--- config.mk ---
export PLATFORM = sky130hd
export DESIGN_NAME = psm_slave
export DESIGN_NICKNAME = d
export VERILOG_FILES = /design/src/pkg/psm_pkg.sv /design/src/verilog/psm_fifo.sv /design/src/verilog/psm_slave.sv
export SDC_FILE = /design/constraint.sdc
export NUM_CORES = 2
export LEC_CHECK = 0
export CAP_MARGIN = 5
export CELL_PAD_IN_SITES_DETAIL_PLACEMENT = 2
export CELL_PAD_IN_SITES_GLOBAL_PLACEMENT = 2
export CORE_MARGIN = 2
export CORE_UTILIZATION = 54
export DETAILED_ROUTE_END_ITERATION = 8
export DONT_BUFFER_PORTS = 1
export PLACE_DENSITY_LB_ADDON = 0.1
export REMOVE_ABC_BUFFERS = 1
export SYNTH_ARGS = -nofsm -noshare
export SYNTH_HDL_FRONTEND = slang
export SYNTH_HIERARCHICAL = 1
export SYNTH_SLANG_ARGS = --single-unit
--- constraint.sdc ---
create_clock -name sys_clk_in -period 17.9 [get_ports sys_clk_in]
set_input_delay 3.58 -clock sys_clk_in [delete_from_list [all_inputs] [get_ports sys_clk_in]]
set_output_delay 3.58 -clock sys_clk_in [all_outputs]
set_load 0.01 [all_outputs]
--- src/pkg/psm_pkg.sv ---
// constants, types and helpers for the password serial memory slave
package psm_pkg;
  // ********************
  // array organisation
  // ********************
  localparam int ARRAY_BYTES = 496;
  localparam int SECTORS     = 62;
  localparam int PW_BITS     = 64;
  localparam int RTR_BITS    = 32;
  localparam int RETRY_LIMIT = 8;
  localparam int FIFO_DEPTH  = 16;
  localparam int FIFO_WIDTH  = 8;

  // ********************
  // command bytes
  // ********************
  localparam logic [7:0] CMD_POLL    = 8'h55;
  localparam logic [7:0] CMD_CHG_WPW = 8'hFC;
  localparam logic [7:0] CMD_CHG_RPW = 8'hFE;

  // ********************
  // timing
  // ********************
  localparam int CLK_HZ           = 20_000_000;
  localparam int NV_WRITE_TIME_US = 10_000;
  localparam int NV_WRITE_CYC     = NV_WRITE_TIME_US * (CLK_HZ / 1_000_000);

  // arbitrary value, not tied to any part
  localparam logic [31:0] RTR_PATTERN_DEF = 32'h5A3C_0F81;
  localparam logic [63:0] PW_RESET        = 64'h0000_0000_0000_0000;

  typedef enum logic [2:0] {
    ST_IDLE, ST_CMD, ST_PW, ST_WDATA, ST_RDATA, ST_RTR
  } psm_state_t;

  typedef enum logic [1:0] {OP_WRITE, OP_READ, OP_CHG_WPW, OP_CHG_RPW} psm_op_t;

  typedef struct packed {
    logic       en;
    logic [8:0] addr;
    logic [7:0] data;
  } psm_wr_t;

  function automatic logic [8:0] sect_base(input logic [5:0] s);
    return {s, 3'h0};
  endfunction : sect_base
endpackage : psm_pkg

--- src/verilog/psm_fifo.sv ---
// small synchronous fifo with valid/ready on both sides
`timescale 1ns/1ns
module psm_fifo #(
  parameter int W = 8,
  parameter int D = 16
) (
  input  wire logic         sys_clk_in,
  input  wire logic         rst_n_in,
  input  wire logic         flush_in,
  input  wire logic         in_valid_in,
  output logic              in_ready_out,
  input  wire logic [W-1:0] in_data_in,
  output logic              out_valid_out,
  input  wire logic         out_ready_in,
  output logic      [W-1:0] out_data_out
);
  localparam int AW = $clog2(D);
  logic [W-1:0] mem [D];
  logic [AW:0]  wp_reg, wp_next, rp_reg, rp_next;
  logic         push, pop;

  assign in_ready_out  = (wp_reg - rp_reg) != (AW+1)'(D);
  assign out_valid_out = wp_reg != rp_reg;
  assign out_data_out  = mem[rp_reg[AW-1:0]];
  assign push          = in_valid_in && in_ready_out && !flush_in;
  assign pop           = out_valid_out && out_ready_in && !flush_in;

  always_comb begin
    wp_next = wp_reg;
    rp_next = rp_reg;
    if (flush_in) begin
      rp_next = wp_reg;
    end else begin
      if (push) wp_next = wp_reg + (AW+1)'(1);
      if (pop) rp_next = rp_reg + (AW+1)'(1);
    end
  end

  always_ff @(posedge sys_clk_in or negedge rst_n_in) begin
    if (!rst_n_in) begin
      wp_reg <= '0;
      rp_reg <= '0;
    end else begin
      wp_reg <= wp_next;
      rp_reg <= rp_next;
    end
  end

  always_ff @(posedge sys_clk_in) begin
    if (push) mem[wp_reg[AW-1:0]] <= in_data_in;
  end
endmodule : psm_fifo

--- src/verilog/psm_slave.sv ---
// password guarded serial memory slave: protocol, passwords, array
`timescale 1ns/1ns
module psm_slave #(
  parameter int          NV_CYC      = psm_pkg::NV_WRITE_CYC,
  parameter logic [31:0] RTR_PATTERN = psm_pkg::RTR_PATTERN_DEF
) (
  input  wire logic sys_clk_in,
  input  wire logic rst_n_in,
  input  wire logic scl_in,
  input  wire logic sda_in,
  input  wire logic card_rst_in,
  output logic      sda_out,
  output logic      sda_oe_out
);
  // ********************
  // pin synchronisers
  // ********************
  logic scl_s1, scl_s2, scl_s3, sda_s1, sda_s2, sda_s3, rp_s1, rp_s2, rp_s3;
  always_ff @(posedge sys_clk_in or negedge rst_n_in) begin
    if (!rst_n_in) begin
      {scl_s1, scl_s2, scl_s3} <= 3'h7;
      {sda_s1, sda_s2, sda_s3} <= 3'h7;
      {rp_s1, rp_s2, rp_s3}    <= 3'h0;
    end else begin
      {scl_s1, scl_s2, scl_s3} <= {scl_in, scl_s1, scl_s2};
      {sda_s1, sda_s2, sda_s3} <= {sda_in, sda_s1, sda_s2};
      {rp_s1, rp_s2, rp_s3}    <= {card_rst_in, rp_s1, rp_s2};
    end
  end

  logic scl_rise, scl_fall, start, stop, rst_rise;
  assign scl_rise = scl_s2 && !scl_s3;
  assign scl_fall = !scl_s2 && scl_s3;
  assign start    = scl_s2 && scl_s3 && sda_s3 && !sda_s2;
  assign stop     = scl_s2 && scl_s3 && !sda_s3 && sda_s2;
  assign rst_rise = rp_s2 && !rp_s3;

  // ********************
  // state
  // ********************
  psm_pkg::psm_state_t state_reg, state_next, after_reg, after_next;
  psm_pkg::psm_op_t    op_reg, op_next;
  psm_pkg::psm_wr_t    wr;
  logic [3:0]  bitcnt_reg, bitcnt_next, bytecnt_reg, bytecnt_next;
  logic [3:0]  txcnt_reg, txcnt_next, retry_reg, retry_next;
  logic [7:0]  sh_reg, sh_next, tx_reg, tx_next, b;
  logic [5:0]  sect_reg, sect_next;
  logic [4:0]  rtr_reg, rtr_next;
  logic [63:0] pw_reg, pw_next, rpw_reg, rpw_next, wpw_reg, wpw_next, wbuf_reg, wbuf_next;
  logic [31:0] busy_reg, busy_next;
  logic [8:0]  cidx_reg, cidx_next, rd_reg, rd_next;
  logic        ack_drv_reg, ack_drv_next, ack_val_reg, ack_val_next, grant_reg, grant_next;
  logic        wipe_reg, wipe_next, commit_reg, commit_next, rd_act_reg, rd_act_next;
  logic        oe_reg, oe_next, busy, rtr_go, pop, in_rdy, out_vld;
  logic [7:0]  out_data;
  logic [63:0] pw_full;
  logic [7:0]  mem [psm_pkg::ARRAY_BYTES];

  assign busy    = (busy_reg != 32'h0) || wipe_reg || commit_reg;
  assign rtr_go  = rst_rise && !busy;
  assign b       = {sh_reg[6:0], sda_s2};
  assign pw_full = {pw_reg[55:0], b};

  psm_fifo #(.W(psm_pkg::FIFO_WIDTH), .D(psm_pkg::FIFO_DEPTH)) u_fifo (
    .sys_clk_in    (sys_clk_in),
    .rst_n_in      (rst_n_in),
    .flush_in      (!rd_act_reg),
    .in_valid_in   (rd_act_reg),
    .in_ready_out  (in_rdy),
    .in_data_in    (mem[rd_reg]),
    .out_valid_out (out_vld),
    .out_ready_in  (pop),
    .out_data_out  (out_data)
  );

  always_comb begin
    state_next = state_reg; after_next = after_reg; op_next = op_reg;
    bitcnt_next = bitcnt_reg; bytecnt_next = bytecnt_reg; txcnt_next = txcnt_reg;
    retry_next = retry_reg; sh_next = sh_reg; tx_next = tx_reg; sect_next = sect_reg;
    rtr_next = rtr_reg; pw_next = pw_reg; rpw_next = rpw_reg; wpw_next = wpw_reg;
    wbuf_next = wbuf_reg; busy_next = busy_reg; cidx_next = cidx_reg; rd_next = rd_reg;
    ack_drv_next = ack_drv_reg; ack_val_next = ack_val_reg; grant_next = grant_reg;
    wipe_next = wipe_reg; commit_next = commit_reg; rd_act_next = rd_act_reg;
    oe_next = oe_reg; pop = 1'b0; wr = '0;
    // background nonvolatile work, one byte per cycle; a password change is stored whole in one cycle
    if (wipe_reg) begin
      wr = '{1'b1, cidx_reg, 8'h00};
      rpw_next = psm_pkg::PW_RESET;
      wpw_next = psm_pkg::PW_RESET;
      if (cidx_reg == 9'(psm_pkg::ARRAY_BYTES - 1)) wipe_next = 1'b0;
      else cidx_next = cidx_reg + 9'h001;
    end else if (commit_reg) begin
      unique case (op_reg)
        psm_pkg::OP_CHG_WPW: begin
          wpw_next = wbuf_reg; commit_next = 1'b0;
        end
        psm_pkg::OP_CHG_RPW: begin
          rpw_next = wbuf_reg; commit_next = 1'b0;
        end
        psm_pkg::OP_WRITE, psm_pkg::OP_READ: begin
          wr = '{1'b1, psm_pkg::sect_base(sect_reg) | cidx_reg, wbuf_reg[63:56]};
          wbuf_next = {wbuf_reg[55:0], 8'h00};
          if (cidx_reg[2:0] == 3'h7) commit_next = 1'b0;
          cidx_next = cidx_reg + 9'h001;
        end
      endcase
    end
    if (busy_reg != 32'h0) busy_next = busy_reg - 32'h1;
    // prefetch, wrapping past the last sector
    if (rd_act_reg && in_rdy)
      rd_next = (rd_reg == 9'(psm_pkg::ARRAY_BYTES - 1)) ? 9'h000 : rd_reg + 9'h001;
    if (rtr_go) begin
      state_next = psm_pkg::ST_RTR; rtr_next = 5'h00; oe_next = !RTR_PATTERN[0];
      grant_next = 1'b0; rd_act_next = 1'b0; ack_drv_next = 1'b0;
    end else begin
      unique case (state_reg)
        psm_pkg::ST_IDLE: if (start) begin
          state_next = psm_pkg::ST_CMD; bitcnt_next = 4'h0;
        end
        psm_pkg::ST_RTR: if (scl_fall) begin
          if (rtr_reg == 5'h1F) begin
            state_next = psm_pkg::ST_IDLE; oe_next = 1'b0;
          end else begin
            rtr_next = rtr_reg + 5'h01; oe_next = !RTR_PATTERN[rtr_reg + 5'h01];
          end
        end
        // start and stop are not watched while the master reads
        psm_pkg::ST_RDATA: begin
          if (scl_fall) begin
            if (txcnt_reg == 4'h0) begin
              tx_next = out_data; pop = 1'b1; oe_next = !out_data[7]; txcnt_next = 4'h1;
            end else if (txcnt_reg < 4'h8) begin
              tx_next = {tx_reg[6:0], 1'b0}; oe_next = !tx_reg[6];
              txcnt_next = txcnt_reg + 4'h1;
            end else if (txcnt_reg == 4'h8) begin
              oe_next = 1'b0; txcnt_next = 4'h9;
            end
          end else if (scl_rise && txcnt_reg == 4'h9) begin
            if (sda_s2) begin
              state_next = psm_pkg::ST_IDLE; rd_act_next = 1'b0; grant_next = 1'b0;
            end else begin
              txcnt_next = 4'h0;
            end
          end
        end
        psm_pkg::ST_CMD, psm_pkg::ST_PW, psm_pkg::ST_WDATA: begin
          if (start) begin
            state_next = psm_pkg::ST_CMD; bitcnt_next = 4'h0;
            ack_drv_next = 1'b0; oe_next = 1'b0;
          end else if (stop) begin
            if (state_reg == psm_pkg::ST_WDATA && bytecnt_reg == 4'h8) begin
              commit_next = 1'b1; cidx_next = 9'h000; busy_next = 32'(NV_CYC);
            end
            state_next = psm_pkg::ST_IDLE; ack_drv_next = 1'b0; oe_next = 1'b0;
            if (state_reg == psm_pkg::ST_WDATA) grant_next = 1'b0;
          end else if (scl_rise && bitcnt_reg < 4'h8) begin
            sh_next = b; bitcnt_next = bitcnt_reg + 4'h1;
            if (bitcnt_reg == 4'h7) begin
              ack_val_next = 1'b1; after_next = state_reg;
              unique case (state_reg)
                psm_pkg::ST_CMD: begin
                  after_next = psm_pkg::ST_PW; bytecnt_next = 4'h0; grant_next = 1'b0;
                  if (busy) begin
                    ack_val_next = 1'b0; after_next = psm_pkg::ST_IDLE;
                  end else if (b == psm_pkg::CMD_POLL) begin
                    ack_val_next = grant_reg;
                    grant_next = grant_reg;
                    bytecnt_next = 4'h0; wbuf_next = 64'h0;
                    if (!grant_reg) after_next = psm_pkg::ST_IDLE;
                    else if (op_reg == psm_pkg::OP_READ) begin
                      after_next = psm_pkg::ST_RDATA; rd_act_next = 1'b1;
                      rd_next = psm_pkg::sect_base(sect_reg); txcnt_next = 4'h0;
                    end else after_next = psm_pkg::ST_WDATA;
                  end else if (b == psm_pkg::CMD_CHG_WPW) op_next = psm_pkg::OP_CHG_WPW;
                  else if (b == psm_pkg::CMD_CHG_RPW) op_next = psm_pkg::OP_CHG_RPW;
                  else if (b[7] && b[6:1] < 6'(psm_pkg::SECTORS)) begin
                    op_next = b[0] ? psm_pkg::OP_READ : psm_pkg::OP_WRITE; sect_next = b[6:1];
                  end else begin
                    ack_val_next = 1'b0; after_next = psm_pkg::ST_IDLE;
                  end
                end
                psm_pkg::ST_PW: begin
                  pw_next = pw_full; bytecnt_next = bytecnt_reg + 4'h1;
                  if (bytecnt_reg == 4'h7) begin
                    after_next = psm_pkg::ST_IDLE; busy_next = 32'(NV_CYC);
                    if (pw_full == ((op_reg == psm_pkg::OP_READ) ? rpw_reg : wpw_reg)) begin
                      grant_next = 1'b1; retry_next = 4'h0;
                    end else if (retry_reg == 4'(psm_pkg::RETRY_LIMIT - 1)) begin
                      retry_next = 4'h0; wipe_next = 1'b1; cidx_next = 9'h000;
                    end else retry_next = retry_reg + 4'h1;
                  end
                end
                psm_pkg::ST_WDATA: begin
                  if (bytecnt_reg < 4'h8) wbuf_next = {wbuf_reg[55:0], b};
                  if (bytecnt_reg < 4'h9) bytecnt_next = bytecnt_reg + 4'h1;
                end
                default: ;
              endcase
            end
          end else if (scl_fall && bitcnt_reg == 4'h8) begin
            if (!ack_drv_reg) begin
              ack_drv_next = 1'b1; oe_next = ack_val_reg;
            end else begin
              ack_drv_next = 1'b0; oe_next = 1'b0; bitcnt_next = 4'h0;
              state_next = after_reg;
              if (after_reg == psm_pkg::ST_RDATA) begin
                tx_next = out_data; pop = 1'b1; oe_next = !out_data[7]; txcnt_next = 4'h1;
              end
            end
          end
        end
        default: state_next = psm_pkg::ST_IDLE;
      endcase
    end
  end

  always_ff @(posedge sys_clk_in or negedge rst_n_in) begin
    if (!rst_n_in) begin
      state_reg <= psm_pkg::ST_IDLE; after_reg <= psm_pkg::ST_IDLE;
      op_reg <= psm_pkg::OP_WRITE; bitcnt_reg <= 4'h0; bytecnt_reg <= 4'h0;
      txcnt_reg <= 4'h0; retry_reg <= 4'h0; sh_reg <= 8'h00; tx_reg <= 8'h00;
      sect_reg <= 6'h00; rtr_reg <= 5'h00; pw_reg <= 64'h0;
      rpw_reg <= psm_pkg::PW_RESET; wpw_reg <= psm_pkg::PW_RESET;
      wbuf_reg <= 64'h0; busy_reg <= 32'h0; cidx_reg <= 9'h000; rd_reg <= 9'h000;
      ack_drv_reg <= 1'b0; ack_val_reg <= 1'b0; grant_reg <= 1'b0; wipe_reg <= 1'b0;
      commit_reg <= 1'b0; rd_act_reg <= 1'b0; oe_reg <= 1'b0; sda_out <= 1'b0;
    end else begin
      state_reg <= state_next; after_reg <= after_next; op_reg <= op_next;
      bitcnt_reg <= bitcnt_next; bytecnt_reg <= bytecnt_next; txcnt_reg <= txcnt_next;
      retry_reg <= retry_next; sh_reg <= sh_next; tx_reg <= tx_next; sect_reg <= sect_next;
      rtr_reg <= rtr_next; pw_reg <= pw_next; rpw_reg <= rpw_next; wpw_reg <= wpw_next;
      wbuf_reg <= wbuf_next; busy_reg <= busy_next; cidx_reg <= cidx_next; rd_reg <= rd_next;
      ack_drv_reg <= ack_drv_next; ack_val_reg <= ack_val_next; grant_reg <= grant_next;
      wipe_reg <= wipe_next; commit_reg <= commit_next; rd_act_reg <= rd_act_next;
      oe_reg <= oe_next; sda_out <= 1'b0;
    end
  end
  assign sda_oe_out = oe_reg;

  // array cells keep no reset: they model nonvolatile contents
  always_ff @(posedge sys_clk_in) begin
    if (wr.en) mem[wr.addr] <= wr.data;
  end
endmodule : psm_slave

==> qor.yml, run 1 <==
placement:
  dpl.hpwl_mm: 439
  port-buffer-count: 0
  finalWeightedCongestion: 0.864
die:
  placement_rows: 210
  start_util_pct: 54.1
  die_width_um: 576
  chipHeight_um: 576
  i_o_pin_count: 7
yosys:
  synth.avg_cell_area_sq_um: 19.4
  synthCells: 9091
  ys.warnings.count: 6
  synth.cell_area_sq_um: 177000
status:
  error: "[ERROR DPL-0033] detailed placement checks failed during check placement."
  haltStage: "3_5_place_dp"
  run_status: "stopped before the end"
==> metrics by stage <==
step	cell area [sq um]	hold WS (ns)	instances	TNS (ns)
floorplan	174000	0.331	8525	-3729.28
global placement	182000	0.351	13100	0
==> run 2: changes to the inputs <==
Settings changed: CELL_PAD_IN_SITES_DETAIL_PLACEMENT 2 to default, CELL_PAD_IN_SITES_GLOBAL_PLACEMENT 2 to default, CORE_UTILIZATION 54 to 40, PLACE_DENSITY_LB_ADDON 0.1 to 0.15.
==> run 2 against run 1 <==
  * The run now ends clean
  * Area after synthesis stayed put
  * Synthesized cell count stayed put
==> qor.yml, run 2 <==
final_layout:
  final_nets: 9254
  finalInstanceArea_sq_um: 199000
  most-common-layout-cells: "edfxtp_1, mux4_2, nor2_1, mux2i_1, clkbuf_16"
  reg.largest.list: "mem (3968), u_fifo/mem (128)"
  layout.cells.non_filler: 15500
  final_core_util_pct: 45.0
  share_of_final_layout_standard_cells_stronger_than_drive_strength_1_pct: 20.8
  area_growth_pct: 12.4
  largest_register: "mem"
  layout_commonest_cell: "edfxtp_1"
  largest_register_ff_count: 3968
placement:
  port-buffer-count: 0
  placement.setup.worst_slack_ns: 10.36
  dpl.hpwl_mm: 317
  postPlaceCellArea_sq_um: 184000
  placed_cells: 14700
  finalWeightedCongestion: 0.818
routing:
  drtIter0Drc: 12000
  drc: 0
  routed_wl_mm: 537
  detailroute.via_count: 92700
  first_pass_iters: 7
  drt-vias-per-instance: 5.96
  detail-route-antenna-nets: 0
  route.detailed.wl_per_inst_um: 34.5
clock_network:
  cts.clk_slew.worst_paths_ns: 0.06
  cts_post_setup_buffers_inserted: 0
  cts_resized: 0
  cts.root.buffer_cell: "clkbuf_16"
  ctsLongestPathBuffers: 4
  cts-hold-fix-buffers: 0
  clock_tree_from_tritoncts: "done"
  cts_htree_levels: 5
  clkLatencyLatePin_ns: 1.03
  cts_buffers: 464
  cts_sinks: 4469
setup_path:
  crit_path_max_fanout: 44
  critical_path.startpoint_type: "register"
  timing.critical_path.arrival_ns: 8.03
  worst_path_max_delay_cell: "dfrtp_4"
  worstPathCellList: "buf_4 > buf_4 > buf_4 > buf_4 > mux4_2 > mux4_2 > a2111oi_0 > a311oi_1 > o32a_1"
  timing.critical_path.to_type: "register"
  timing.setup.critical_path_class: "register to register"
  critical_path_required_ns: 18.53
  timing.critical_path.mode_cell: "buf_4"
  critPathMaxStageDelay_ns: 1.00
grt:
  grt_max_degree: 374
  number_of_antenna_violations_at_the_first_check_in_global_routing: 49
  grt-ovfl-total: 0
  groute.usage.overall_pct: 23.8
  grt_first_pass_wirelength_mm: 747
  via_count_of_the_first_global_routing_pass: 92300
timing:
  final_setup_fails: 0
  finalHoldWorstSlack_ns: 0.365
  rsz0062_at_grt: "no"
  maxSlewViolCount: 0
  maxSlewHeadroom_pct: 1.79
  final-hold-violation-count: 0
  finalCritPeriodShare_pct: 41.3
  setup_total_negative_slack_ns: 0
  timing_worst_slew_pin_value_ns: 1.47
  finalWorstSetupSlack_ns: 10.50
  period_minus_slack_ns: 7.40
  worst_clock_skew_ns: 0.0585
  max_freq_ghz: 0.135
yosys:
  synth.cell_area_sq_um: 177000
  ys.warnings.count: 6
  synth.avg_cell_area_sq_um: 19.4
  synthCells: 9091
die:
  design.die.area_sq_um: 447000
  chipHeight_um: 669
  placement_rows: 244
  start_util_pct: 40.1
  i_o_pin_count: 7
  core_footprint_sq_um: 441000
  die_width_um: 669
power_and_ir_drop:
  max-vdd-ir-drop_uv: 99.2
  power_mw: 21.0
  static_leak_nw: 51.5
  power.density_cell_area_nw_per_um2: 106
run:
  cap_viol_max_count: 0
min_path:
  hold_wc_path_type: "register to register"
status:
  run_status: "finished clean"
[run 2: report_power, final]
group / leakage, nW / total (mW) / internal [mW] / switching (mW)
sequential: 33.2 / 11.3 / 11.3 / 0.0514
clock: 7.24 / 9.51 / 5.38 / 4.13
combinational: 11.1 / 0.155 / 0.0564 / 0.0988
[run 2: final timing paths]
path / cells after the start / endpoint / slack, ns / from
max in group asynchronous: 0 / rd_reg[1] / 14.29 / rst_n_in
hold / removal: 0 / sda_s2 / 0.36 / sda_s1
hold reg to reg: 0 / sda_s2 / 0.36 / sda_s1
min in group asynchronous: 0 / rpw_reg[36] / 2.28 / rst_n_in
setup reg to reg: 9 / u_fifo/mem[10][1] / 10.50 / rd_reg[0]
setup / recovery: 9 / u_fifo/mem[10][1] / 10.50 / rd_reg[0]
[run 2: cell type report]
class	count	area, sq um
antenna	23	57.6
clock buffer	575	12200
clock inverter	279	2570
fill	37300	242000
inverter	34	139
multi-input combinational	4022	41800
sequential	4469	132000
tap	5904	7390
timing repair buffer	233	1910
[run 2: routing by layer]
metal	vias up	wire (um)	track usage, %
met3	833	43500	3.98
met1	50200	220000	33.4
met4	10	19500	8.21
met2	4172	254000	37.6
met5	-	53	0
li1	37500	-	-
[run 2: critical path, delay by kind of cell, from the launching register on]
family / cells / cell delay, ns
multiplexers: 2 / 1.12
flip-flops: 1 / 1.00
AO/OA/AOI/OAI: 3 / 1.92
buffers and inverters: 4 / 2.77
Power figures use the tool's default switching activity.
